[config.mk]
export PLATFORM = sky130hd
export DESIGN_NAME = rsr_psi5_receiver
export DESIGN_NICKNAME = d
export VERILOG_FILES = /design/src/verilog/rsr_pkg.sv /design/src/verilog/rsr_psi5_receiver.sv
export SDC_FILE = /design/constraint.sdc
export NUM_CORES = 2
export LEC_CHECK = 0
export BUFFER_PORTS_ARGS = -buffer_cell sky130_fd_sc_hd__buf_2
export CORE_MARGIN = 10
export CORE_UTILIZATION = 66
export CTS_BUF_LIST = sky130_fd_sc_hd__clkbuf_8 sky130_fd_sc_hd__clkbuf_16
export DETAILED_ROUTE_END_ITERATION = 16
export MAX_ROUTING_LAYER = met4
export PLACE_DENSITY = 0.92
export SKIP_CTS_REPAIR_TIMING = 1
export SLEW_MARGIN = 20
export SYNTH_ARGS = -nofsm -noshare
export SYNTH_HDL_FRONTEND = slang
export SYNTH_SLANG_ARGS = --single-unit
[constraint.sdc]
create_clock -name pclk -period 8.4 [get_ports pclk]
set_input_delay 1.68 -clock pclk [delete_from_list [all_inputs] [get_ports pclk]]
set_output_delay 1.68 -clock pclk [all_outputs]
set_load 0.005 [all_outputs]
[src/verilog/rsr_pkg.sv]
// Constants, register map and state types of the four-channel sensor receiver
package rsr_pkg;

  // ==========================================================================
  // Structure
  localparam int NUM_CH = 4;
  localparam int NUM_SLOT = 3;
  localparam int CLK_PERIOD_NS = 100;

  // ==========================================================================
  // Register map (byte addresses)
  localparam logic [7:0] OFF_CTRL = 8'h00;
  localparam logic [7:0] OFF_GSW = 8'h04;
  localparam logic [7:0] OFF_CFG_BASE = 8'h10;
  localparam logic [7:0] OFF_DATA_BASE = 8'h40;

  // Control register: channel enable and sync pulse enable
  localparam int CTRL_EN_LSB = 0;
  localparam int CTRL_SYNC_LSB = 4;
  localparam logic [31:0] CTRL_MASK = 32'h0000_00ff;
  localparam logic [31:0] CTRL_RESET = 32'h0000_0000;

  // Global status word
  localparam int GSW_ON_LSB = 0;
  localparam int GSW_FAULT_BIT = 8;

  // Per channel configuration register
  localparam int CFG_RATE_BIT = 0;
  localparam int CFG_LEN10_BIT = 1;
  localparam int CFG_MAN1_BIT = 2;
  localparam int CFG_SLOTDIS_BIT = 3;
  localparam int CFG_BLANK_BIT = 4;
  localparam int CFG_FILT_LSB = 8;
  localparam logic [31:0] CFG_MASK = 32'h0000_0f1f;
  localparam logic [31:0] CFG_RESET = 32'h0000_0002;

  // Data register layout
  localparam int DATA_W = 20;
  localparam int CRC_LSB = 10;
  localparam int LOGICAL_CHANNEL_ID_LSB = 13;
  localparam int FLT_MSB = 19;
  localparam int F_INVALID = 0;
  localparam int F_SLOT = 1;
  localparam int F_NODATA = 2;
  localparam int F_CURR = 3;
  localparam logic [DATA_W-1:0] FLT_MSB_MASK = 20'h8_0000;
  localparam logic [DATA_W-1:0] NO_DATA_WORD = 20'h8_0004;
  localparam logic [DATA_W-1:0] KEEP_ON_OFF_MASK = 20'h0_000b;

  // ==========================================================================
  // Frame format
  localparam logic [3:0] START_BITS = 4'h2;
  localparam logic [3:0] LEN8 = 4'h8;
  localparam logic [3:0] LEN10 = 4'ha;
  localparam logic [3:0] PARITY_BITS = 4'h1;
  localparam logic [2:0] CRC_SEED = 3'h7;

  // ==========================================================================
  // Timing
  localparam int BIT_NS_125 = 8000;
  localparam int BIT_NS_189 = 5291;
  localparam int BIT_CYC_125 = BIT_NS_125 / CLK_PERIOD_NS;
  localparam int BIT_CYC_189 = BIT_NS_189 / CLK_PERIOD_NS;
  localparam logic [7:0] WIN_Q_125 = 8'(BIT_CYC_125 / 4);
  localparam logic [7:0] WIN_LO_125 = 8'(BIT_CYC_125 * 3 / 4);
  localparam logic [7:0] WIN_HI_125 = 8'(BIT_CYC_125 * 5 / 4);
  localparam logic [7:0] WIN_Q_189 = 8'(BIT_CYC_189 / 4);
  localparam logic [7:0] WIN_LO_189 = 8'(BIT_CYC_189 * 3 / 4);
  localparam logic [7:0] WIN_HI_189 = 8'(BIT_CYC_189 * 5 / 4);

  localparam int WRITE_DELAY_NS = 10000;
  localparam logic [7:0] WRITE_DELAY_CYC = 8'((WRITE_DELAY_NS + CLK_PERIOD_NS - 1) / CLK_PERIOD_NS);
  localparam int SYNC_PULSE_NS = 2000;
  localparam logic [7:0] SYNC_PULSE_CYC = 8'((SYNC_PULSE_NS + CLK_PERIOD_NS - 1) / CLK_PERIOD_NS);

  // Slot windows, measured from the sync sequencer's turn for the channel, whether or not its pulse is output
  localparam int SLOT1_LO_NS = 60000;
  localparam int SLOT1_HI_NS = 100000;
  localparam int SLOT2_LO_NS = 160000;
  localparam int SLOT2_HI_NS = 200000;
  localparam int SLOT3_LO_NS = 260000;
  localparam int SLOT3_HI_NS = 300000;
  localparam logic [11:0] SLOT1_LO = 12'((SLOT1_LO_NS + CLK_PERIOD_NS - 1) / CLK_PERIOD_NS);
  localparam logic [11:0] SLOT1_HI = 12'(SLOT1_HI_NS / CLK_PERIOD_NS);
  localparam logic [11:0] SLOT2_LO = 12'((SLOT2_LO_NS + CLK_PERIOD_NS - 1) / CLK_PERIOD_NS);
  localparam logic [11:0] SLOT2_HI = 12'(SLOT2_HI_NS / CLK_PERIOD_NS);
  localparam logic [11:0] SLOT3_LO = 12'((SLOT3_LO_NS + CLK_PERIOD_NS - 1) / CLK_PERIOD_NS);
  localparam logic [11:0] SLOT3_HI = 12'(SLOT3_HI_NS / CLK_PERIOD_NS);
  localparam logic [11:0] SLOT_TIMER_MAX = 12'hfff;

  localparam int BLANK_W = 17;
  localparam int BLANK_SHORT_US = 5000;
  localparam int BLANK_LONG_US = 10000;
  localparam int BLANK_SHORT_DEF = BLANK_SHORT_US * 1000 / CLK_PERIOD_NS;
  localparam int BLANK_LONG_DEF = BLANK_LONG_US * 1000 / CLK_PERIOD_NS;

  // ==========================================================================
  // State types
  typedef enum logic [2:0] {DEC_IDLE = 3'b001, DEC_BITS = 3'b010, DEC_SKIP = 3'b100} rsr_dec_state_t;
  typedef enum logic [1:0] {SY_IDLE = 2'b01, SY_PULSE = 2'b10} rsr_sync_state_t;

endpackage

[src/verilog/rsr_psi5_receiver.sv]
// Four-channel current-loop sensor receiver with APB register access
//
// Implementation choices: the APB register port and the placing of the registers.
`timescale 1ns/100ps

// Operation
// - Four independent channels, up to three sensors each; faults stay per channel.
// - Host switches each channel on/off and reads back every channel's on state.
// - Bit value from mid-bit edge; Manchester-2 normally, Manchester-1 when selected.
// - Per-channel choice of 125 kbps or 189 kbps bit rate.
// - Per-channel choice of 8 or 10 data bits plus one parity bit.
// - Per-channel deglitch filter, sixteen selectable delay steps.
// - Three data registers per channel, one per timeslot; messages go to their slot.
// - Data register loads whole, a fixed delay after the message ends.
// - Reading a data register clears it; reads before new data return an error word.
// - On sync input rising edge, pulse channels zero to three one after another.
// - Sync pulses only on channels with sync enabled in the control register.
// - Message ending outside its slot window records a slot fault in that slot.
// - Second message ending before its window flags slot one, first data lost.
// - Two messages ending in one slot: the later one is kept regardless.
// - Per-channel bit disables slot window checking and its faults.
// - Current-limit fault blanked 5 ms or 10 ms after each channel activation.
// - Bit errors discard the message and reset bit timing to nominal window.
// - Invalid flag is OR of start, length, parity and bit-time errors.
// - Channel faults go to all three slot registers, overriding valid data.
// - Fault word has MSB set with fault flags below; otherwise data, check bits and slot number.
// - Any fault sets global summary; clears on read, short/overtemp also on disable.
// - Three-bit check with polynomial 1+x+x^3, seeded all ones per frame.
// - Error unless exactly nine (8-bit) or eleven (10-bit) mid-bit transitions follow two start bits.
// - Eight-bit payload stored right-justified in the ten-bit data field.
module rsr_psi5_receiver
  import rsr_pkg::*;
#(
  parameter int BLANK_SHORT_CYC = BLANK_SHORT_DEF,
  parameter int BLANK_LONG_CYC = BLANK_LONG_DEF
)
(
  input wire logic pclk,
  input wire logic presetn,
  input wire logic psel,
  input wire logic penable,
  input wire logic pwrite,
  input wire logic [7:0] paddr,
  input wire logic [31:0] pwdata,
  output logic [31:0] prdata,
  output logic pready,
  output logic pslverr,
  input wire logic [NUM_CH-1:0] demod_in,
  input wire logic sync_trigger_input,
  input wire logic [NUM_CH-1:0] curr_limit_in,
  input wire logic [NUM_CH-1:0] short_gnd_in,
  input wire logic [NUM_CH-1:0] over_temp_in,
  output logic [NUM_CH-1:0] sensor_supply_output,
  output logic [NUM_CH-1:0] channel_on,
  output logic [NUM_CH-1:0] discrete_decoded_outputs,
  output logic sensor_fault_summary
);

  // ==========================================================================
  // APB decode
  logic [31:0] ctrl_reg;
  logic [31:0] cfg_arr [NUM_CH];
  logic [DATA_W-1:0] data_word [NUM_CH][NUM_SLOT];
  logic data_full [NUM_CH][NUM_SLOT];
  logic [NUM_CH-1:0] flt_evt;
  logic [NUM_CH-1:0] filt_vec;
  logic [NUM_CH-1:0] sync_vec;

  wire setup = psel && !penable;
  wire wr_take = psel && penable && pready && pwrite;
  // Read side effects happen when the data is captured, so nothing lands unseen in between
  wire rd_take = setup && !pwrite;
  wire is_ctrl = paddr == OFF_CTRL;
  wire is_gsw = paddr == OFF_GSW;
  wire is_cfg = paddr[7:4] == OFF_CFG_BASE[7:4] && paddr[1:0] == 2'b00;
  wire is_data = paddr[7:6] == OFF_DATA_BASE[7:6] && paddr[3:2] != 2'b11 && paddr[1:0] == 2'b00;
  wire addr_hit = is_ctrl || is_gsw || is_cfg || is_data;
  wire [1:0] cfg_ch = paddr[3:2];
  wire [1:0] d_ch = paddr[5:4];
  wire [1:0] d_slot = paddr[3:2];
  wire [31:0] gsw_word = {23'h00_0000, sensor_fault_summary, 4'h0, ctrl_reg[CTRL_EN_LSB +: NUM_CH]};
  wire [31:0] data_rd = data_full[d_ch][d_slot] ? {12'h000, data_word[d_ch][d_slot]}
                                                : {12'h000, NO_DATA_WORD};
  wire [31:0] rd_data = is_ctrl ? ctrl_reg :
                        is_gsw ? gsw_word :
                        is_cfg ? cfg_arr[cfg_ch] :
                        is_data ? data_rd : 32'h0000_0000;

  assign channel_on = ctrl_reg[CTRL_EN_LSB +: NUM_CH];

  always_ff @(posedge pclk or negedge presetn)
  begin
    if (!presetn)
    begin
      pready <= 1'b0;
      pslverr <= 1'b0;
      prdata <= 32'h0000_0000;
    end
    else
    begin
      pready <= setup;
      pslverr <= setup && !addr_hit;
      if (rd_take)
        prdata <= rd_data;
    end
  end

  always_ff @(posedge pclk or negedge presetn)
  begin
    if (!presetn)
      ctrl_reg <= CTRL_RESET;
    else if (wr_take && is_ctrl)
      ctrl_reg <= pwdata & CTRL_MASK;
  end

  // ==========================================================================
  // Global status and registered pin outputs
  always_ff @(posedge pclk or negedge presetn)
  begin
    if (!presetn)
    begin
      sensor_fault_summary <= 1'b0;
      discrete_decoded_outputs <= '0;
      sensor_supply_output <= '0;
    end
    else
    begin
      // A new fault in the reading cycle wins over the clear
      if (|flt_evt)
        sensor_fault_summary <= 1'b1;
      else if (rd_take && is_gsw)
        sensor_fault_summary <= 1'b0;
      discrete_decoded_outputs <= filt_vec & channel_on;
      sensor_supply_output <= sync_vec;
    end
  end

  // ==========================================================================
  // Sync pulse sequencer
  rsr_sync_state_t sync_state;
  logic [1:0] sync_ch;
  logic [7:0] sync_cnt;
  logic sync_trig_d;

  wire sync_rise = sync_trigger_input && !sync_trig_d;
  wire sync_last = sync_cnt == SYNC_PULSE_CYC - 8'h01;

  always_ff @(posedge pclk or negedge presetn)
  begin
    if (!presetn)
    begin
      sync_state <= SY_IDLE;
      sync_ch <= 2'b00;
      sync_cnt <= 8'h00;
      sync_trig_d <= 1'b0;
    end
    else
    begin
      sync_trig_d <= sync_trigger_input;
      case (sync_state)
        SY_IDLE:
        begin
          sync_cnt <= 8'h00;
          sync_ch <= 2'b00;
          if (sync_rise)
            sync_state <= SY_PULSE;
        end
        SY_PULSE:
        begin
          // One channel at a time limits the inrush on the supply
          sync_cnt <= sync_last ? 8'h00 : sync_cnt + 8'h01;
          if (sync_last)
          begin
            if (sync_ch == 2'(NUM_CH - 1))
              sync_state <= SY_IDLE;
            else
              sync_ch <= sync_ch + 2'b01;
          end
        end
        default: sync_state <= SY_IDLE;
      endcase
    end
  end

  // ==========================================================================
  // Channel logic, fully independent per channel
  for (genvar ch = 0; ch < NUM_CH; ch++)
  begin : g_ch
    logic [31:0] cfg;
    logic [3:0] filt_cnt;
    logic filt;
    logic filt_d;
    rsr_dec_state_t dec_state;
    logic [7:0] btimer;
    logic [3:0] bit_cnt;
    logic [9:0] shreg;
    logic [2:0] crc;
    logic par;
    logic start_err;
    logic fin;
    logic [3:0] fin_flags;
    logic [9:0] fin_data;
    logic [2:0] fin_crc;
    logic [11:0] slot_timer;
    logic [DATA_W-1:0] pend_word;
    logic [1:0] pend_slot;
    logic pend_valid;
    logic [7:0] wd_cnt;
    logic [BLANK_W-1:0] blank_cnt;
    logic on_d;

    wire on = ctrl_reg[CTRL_EN_LSB + ch];
    wire sync_en = ctrl_reg[CTRL_SYNC_LSB + ch];
    wire rate189 = cfg[CFG_RATE_BIT];
    wire len10 = cfg[CFG_LEN10_BIT];
    wire man1 = cfg[CFG_MAN1_BIT];
    wire slot_dis = cfg[CFG_SLOTDIS_BIT];
    wire [3:0] filt_sel = cfg[CFG_FILT_LSB +: 4];
    wire [7:0] win_q = rate189 ? WIN_Q_189 : WIN_Q_125;
    wire [7:0] win_lo = rate189 ? WIN_LO_189 : WIN_LO_125;
    wire [7:0] win_hi = rate189 ? WIN_HI_189 : WIN_HI_125;
    wire [3:0] data_len = len10 ? LEN10 : LEN8;
    wire [3:0] exp_bits = START_BITS + data_len + PARITY_BITS;
    wire [3:0] data_end = START_BITS + data_len;
    wire raw = demod_in[ch] && on;
    wire edge_det = filt ^ filt_d;
    // Manchester-2 reads a rising mid-bit edge as zero, Manchester-1 as one
    wire bit_val = man1 ? filt : !filt;
    wire mid_ok = btimer >= win_lo && btimer <= win_hi;
    wire early = btimer < win_q;
    wire timeout = btimer > win_hi;
    wire crc_fb = crc[2] ^ bit_val;
    wire blank_done = blank_cnt == '0;
    wire [2:0] chf = {over_temp_in[ch], short_gnd_in[ch], curr_limit_in[ch] && blank_done} & {3{on}};
    wire [DATA_W-1:0] chf_word = FLT_MSB_MASK | (DATA_W'(chf) << F_CURR);
    wire [1:0] slot_sel = slot_timer < SLOT2_LO ? 2'd0 : slot_timer < SLOT3_LO ? 2'd1 : 2'd2;
    wire in_win = slot_sel == 2'd0 ? slot_timer >= SLOT1_LO && slot_timer <= SLOT1_HI :
                  slot_sel == 2'd1 ? slot_timer <= SLOT2_HI : slot_timer <= SLOT3_HI;
    wire slot_fault = !slot_dis && !in_win;
    wire commit = pend_valid && wd_cnt == 8'h00;

    assign cfg_arr[ch] = cfg;
    assign filt_vec[ch] = filt;
    assign sync_vec[ch] = sync_state == SY_PULSE && sync_ch == 2'(ch) && on && sync_en;
    assign flt_evt[ch] = (commit && pend_word[FLT_MSB]) || (chf != 3'b000);

    always_ff @(posedge pclk or negedge presetn)
    begin
      if (!presetn)
        cfg <= CFG_RESET;
      else if (wr_take && is_cfg && cfg_ch == 2'(ch))
        cfg <= pwdata & CFG_MASK;
    end

    // Deglitch: a level change must hold for filt_sel + 1 clock ticks
    always_ff @(posedge pclk or negedge presetn)
    begin
      if (!presetn)
      begin
        filt <= 1'b0;
        filt_d <= 1'b0;
        filt_cnt <= 4'h0;
      end
      else
      begin
        filt_d <= filt;
        if (raw == filt)
          filt_cnt <= 4'h0;
        else if (filt_cnt >= filt_sel)
        begin
          filt <= raw;
          filt_cnt <= 4'h0;
        end
        else
          filt_cnt <= filt_cnt + 4'h1;
      end
    end

    // Manchester decoder; the first accepted edge is the first start bit's mid-bit
    always_ff @(posedge pclk or negedge presetn)
    begin
      if (!presetn)
      begin
        dec_state <= DEC_IDLE;
        btimer <= 8'h00;
        bit_cnt <= 4'h0;
        shreg <= 10'h000;
        crc <= CRC_SEED;
        par <= 1'b0;
        start_err <= 1'b0;
        fin <= 1'b0;
        fin_flags <= 4'h0;
        fin_data <= 10'h000;
        fin_crc <= 3'h0;
      end
      else
      begin
        fin <= 1'b0;
        case (dec_state)
          DEC_IDLE:
          begin
            btimer <= 8'h00;
            if (edge_det)
            begin
              dec_state <= DEC_BITS;
              bit_cnt <= 4'h1;
              start_err <= bit_val;
              par <= 1'b0;
              crc <= CRC_SEED;
              shreg <= 10'h000;
            end
          end
          DEC_BITS:
          begin
            btimer <= btimer + 8'h01;
            if (!on)
              dec_state <= DEC_IDLE;
            else if (edge_det && mid_ok)
            begin
              btimer <= 8'h00;
              bit_cnt <= bit_cnt + 4'h1;
              if (bit_cnt >= exp_bits)
              begin
                fin <= 1'b1;
                fin_flags <= 4'b0010;
                dec_state <= DEC_SKIP;
              end
              else if (bit_cnt < START_BITS)
                start_err <= start_err | bit_val;
              else if (bit_cnt < data_end)
              begin
                shreg <= {bit_val, shreg[9:1]};
                crc <= {crc[1], crc[0] ^ crc_fb, crc_fb};
                par <= par ^ bit_val;
              end
              else
                par <= par ^ bit_val;
            end
            else if (edge_det && early)
            begin
              fin <= 1'b1;
              fin_flags <= 4'b1000;
              dec_state <= DEC_SKIP;
            end
            else if (timeout)
            begin
              // A quiet stretch past win_hi, five quarters of a bit time, closes the frame
              fin <= 1'b1;
              fin_flags <= {1'b0, par, bit_cnt != exp_bits, start_err};
              fin_data <= len10 ? shreg : {2'b00, shreg[9:2]};
              fin_crc <= crc;
              dec_state <= DEC_IDLE;
            end
          end
          DEC_SKIP:
          begin
            // Discarded frame: wait for quiet line, timing restarts from the nominal window
            btimer <= edge_det ? 8'h00 : btimer + 8'h01;
            if (timeout || !on)
              dec_state <= DEC_IDLE;
          end
          default: dec_state <= DEC_IDLE;
        endcase
      end
    end

    // Slot timer, restarted when the sync sequencer reaches this channel, whether or not its pulse is output
    always_ff @(posedge pclk or negedge presetn)
    begin
      if (!presetn)
        slot_timer <= SLOT_TIMER_MAX;
      else if (sync_state == SY_PULSE && sync_ch == 2'(ch) && sync_cnt == 8'h00)
        slot_timer <= 12'h000;
      else if (slot_timer != SLOT_TIMER_MAX)
        slot_timer <= slot_timer + 12'h001;
    end

    // Result held for the write delay; a newer frame replaces it
    always_ff @(posedge pclk or negedge presetn)
    begin
      if (!presetn)
      begin
        pend_valid <= 1'b0;
        pend_word <= '0;
        pend_slot <= 2'd0;
        wd_cnt <= 8'h00;
      end
      else if (fin)
      begin
        pend_valid <= 1'b1;
        pend_slot <= slot_sel;
        wd_cnt <= WRITE_DELAY_CYC;
        if (fin_flags != 4'h0 || slot_fault)
          pend_word <= FLT_MSB_MASK | (DATA_W'(fin_flags != 4'h0) << F_INVALID)
                       | (DATA_W'(slot_fault) << F_SLOT);
        else
          pend_word <= {5'h00, slot_sel + 2'd1, fin_crc, fin_data};
      end
      else if (pend_valid)
      begin
        if (commit)
          pend_valid <= 1'b0;
        else
          wd_cnt <= wd_cnt - 8'h01;
      end
    end

    // Current-limit blanking after each switch-on
    always_ff @(posedge pclk or negedge presetn)
    begin
      if (!presetn)
      begin
        on_d <= 1'b0;
        blank_cnt <= '0;
      end
      else
      begin
        on_d <= on;
        if (on && !on_d)
          blank_cnt <= cfg[CFG_BLANK_BIT] ? BLANK_W'(BLANK_LONG_CYC) : BLANK_W'(BLANK_SHORT_CYC);
        else if (!blank_done)
          blank_cnt <= blank_cnt - BLANK_W'(1);
      end
    end

    for (genvar s = 0; s < NUM_SLOT; s++)
    begin : g_slot
      wire rd_clr = rd_take && is_data && d_ch == 2'(ch) && d_slot == 2'(s);
      wire drop_off = !on && data_word[ch][s][FLT_MSB] && (data_word[ch][s] & KEEP_ON_OFF_MASK) == '0;

      // Later assignments win: new data or faults beat the read clear
      always_ff @(posedge pclk or negedge presetn)
      begin
        if (!presetn)
        begin
          data_word[ch][s] <= '0;
          data_full[ch][s] <= 1'b0;
        end
        else
        begin
          if (rd_clr || drop_off)
            data_full[ch][s] <= 1'b0;
          if (commit && pend_slot == 2'(s))
          begin
            data_word[ch][s] <= pend_word;
            data_full[ch][s] <= 1'b1;
          end
          if (chf != 3'b000)
          begin
            data_word[ch][s] <= chf_word;
            data_full[ch][s] <= 1'b1;
          end
        end
      end
    end
  end

endmodule // rsr_psi5_receiver
==> results.toml <==
[pwr]
power_density_nw_per_um2 = 231
power_frac_seq = 0.456
p_int_w = 0.00654
clockPowerShare = 0.379
switchingPower_w = 0.00276
leakagePower_nw = 18.3
p_comb_frac = 0.166
total_power_w = 0.00931
ir_drop_mv = 0.186
swShare = 0.297

[routing]
drtAntennaViolNets = 0
viasPerCell = 6.77
drc = 0
post_drt_wl_per_cell_microns = 23.0
drtIter0Drc = 4000
vias = 30509
drt_wl_total_microns = 103000
firstDrtPassIters = 9

[sta]
fmax_mhz = 233
finClkSkew_ps = 37.7
rsz0062_at_grt = "false"
setup_viol = 0
period_share = 0.511
drv_slew = 0
worstMarginPinSlew_ps = 1140
tns_ps = 0
period_minus_slack_ps = 4290
finalHoldViolCount = 0
slew-limit-headroom = 0.235

[worst_setup_path]
reg2reg_depth = 8
crit_type = "primary input to flop"
timing.rr.start = "g_ch[2].cfg[0]"
r2r_setup_slack_ps = 4970
cp.required_ps = 8920
critPathMaxFanout = 60
end_kind = "flop"
r2r-end = "g_ch[2].shreg[5]"
startpoint = "paddr[5]"
endpoint = "g_ch[1].cfg[8]"
cp-start-kind = "primary input"
cp.arrival_ps = 4810

[grt]
grt_max_degree = 190
grt_pass1_vias = 29900
grt_usage = 0.315
antenna_found_initial = 7
grt_pass1_wl_microns = 163000
grt.overflow.total = 0

[clock_network]
root_buffer = "clkbuf_16"
clk_latency_ps = 650
clock-sinks = 732
cts_buffers = 74
cts_tree = "built"
h-tree-depth = 3
cts_buffer_depth = 3
path_clk_slew_ps = 60

[synth]
synth_seq_cells = 732
yosysWarnings = 0
synth_seq_area_share = 0.499
async_flop_share = 1.00
synth_edf_count = 0
synth_ff_type = "dfrtp_1"
synthCells = 3701
synthDistinctLibCells = 95
avgSynthCellArea_sq_um = 9.96
synth_area_sq_um = 36900

[die]
num_rows = 86
fp.dieH_microns = 256
io_pins = 109
initial_utilization = 0.668
die-area_sq_um = 65700
core_sq_um = 55200
die_w_microns = 256

[cells_and_area]
drive_gt1_frac = 0.120
seqCellArea_sq_um = 18400
multi_input_area_sq_um = 17100
syn_to_final_growth_pct = 9.44
regMostFlops = "data_word"
final_cells = 4505
final_core_util = 0.731
reg_top3 = "data_word (192), g_ch.blank_cnt (68), g_ch.pend_word (64)"
largest_register_ffs = 192
fillCellCount = 3419
fin_nets = 3853

[hold_path]
hp-class = "flop to flop"

[placed_design]
placedCellCount = 4362
io_buffers = 72
gp_congestion = 1.01
hpwl_microns = 67600

[run_status]
status = "completed"

[job]
drv_cap = 0
-- Yosys cell counts, types with 42 or more instances --
cell type    n  area share
ha_1       100       0.034
xor2_1      76       0.018
a22o_1      72       0.017
dfstp_2     69       0.049
or3_1       42      0.0071
nand3_1    116       0.016
dfrtp_1    663        0.45
clkbuf_1   142       0.014
mux4_2      58       0.035
xnor2_1     74       0.018
and3_1      48      0.0081
nand2_1    515       0.052
nor3_1      67      0.0091
nor4_1      44      0.0075
nor2_1     299       0.030
mux2i_1     81       0.022
inv_1      146       0.015
a21oi_1    282       0.038
o21ai_0    165       0.022
-- stage by stage --
step	hold slack [ps]	setup WS, ps	instance area, sq um
6_report	480	4110	40300
5_1_grt	507	4060	40300
4_1_cts	481	4320	40300
3_5_place_dp	471	3700	37700
3_3_place_gp	454	3790	37600
2_1_floorplan	349	4810	36900
-- placed cells by master (no fill, tap or decap), types with 37 or more instances in the layout --
master | synthesis | layout
o21ai_0 | 165 | 165
dfrtp_1 | 663 | 663
and3_1 | 48 | 48
mux2_2 | 41 | 41
dfstp_2 | 69 | 69
or3_1 | 42 | 42
mux2i_1 | 81 | 81
clkbuf_16 | 0 | 76
nor3_1 | 67 | 64
ha_1 | 100 | 100
xnor2_1 | 74 | 74
nand3_1 | 116 | 116
nor4_1 | 44 | 43
nand2_1 | 515 | 515
a22o_1 | 72 | 72
nand2b_1 | 37 | 37
xor2_1 | 76 | 76
mux4_2 | 58 | 58
nor2_1 | 299 | 298
buf_2 | 27 | 70
inv_1 | 146 | 161
a21oi_1 | 282 | 282
-- cell type report --
class / instances / share of cell area
inverter: 146 / 0.0136
sequential: 732 / 0.456
multi-input combinational: 2633 / 0.425
clock inverter: 43 / 0.0119
timing repair buffer: 104 / 0.0168
antenna: 7 / 0.000434
clock buffer: 92 / 0.0526
tap: 748 / 0.0232
-- routing by layer --
layer / part of all wire / global-route usage
met1: 0.36 / 0.378
met2: 0.46 / 0.482
met3: 0.11 / 0.0824
met4: 0.064 / 0.173
met5: 0 / -
-- logic make-up (layout without fill, tap and decap cells) --
family,count (synthesis),in the layout,share of synthesized area
and+or+nand+nor,1338,1338,0.171
AOI/OAI and AO/OA,848,848,0.151
muxes,180,180,0.0700
DFF,732,732,0.499
adders and majority gates,100,100,0.0340
xor gates and xnor gates,151,151,0.0361
buffers and inverters,351,385,0.0391
other,1,23,0.000102
-- worst max-delay path, stage by stage --
cell	delay, ps
buf_2	100
buf_4	350
nand2b_1	390
nor2_1	650
nand2_1	230
nor2_1	930
mux2_2	430
-- how the worst min path moves through the flow --
stage                          from                   end  cells after the start  slack [ps]
3_5_place_dp   g_ch[3].fin_flags[3]  g_ch[3].fin_flags[3]                      1         470
4_1_cts              g_ch[2].crc[0]        g_ch[2].crc[0]                      2         480
5_1_grt        g_ch[3].fin_flags[1]  g_ch[3].fin_flags[1]                      1         510
3_3_place_gp   g_ch[3].fin_flags[3]  g_ch[3].fin_flags[3]                      1         450
2_1_floorplan          g_ch[1].filt        g_ch[1].filt_d                      0         350
6_report             g_ch[2].crc[0]        g_ch[2].crc[0]                      2         480
-- power groups by stage --
stage | sequential [W] | clock (W) | combinational, W
5_1_grt | 0.00427 | 0.00368 | 0.00171
6_report | 0.00424 | 0.00353 | 0.00154
3_5_place_dp | 0.00427 | 0 | 0.00148
3_3_place_gp | 0.00425 | 0 | 0.00140
4_1_cts | 0.00422 | 0.00353 | 0.00151
2_1_floorplan | 0.00414 | 0 | 0.00113
Note: power is estimated with default switching activity, not from simulation.
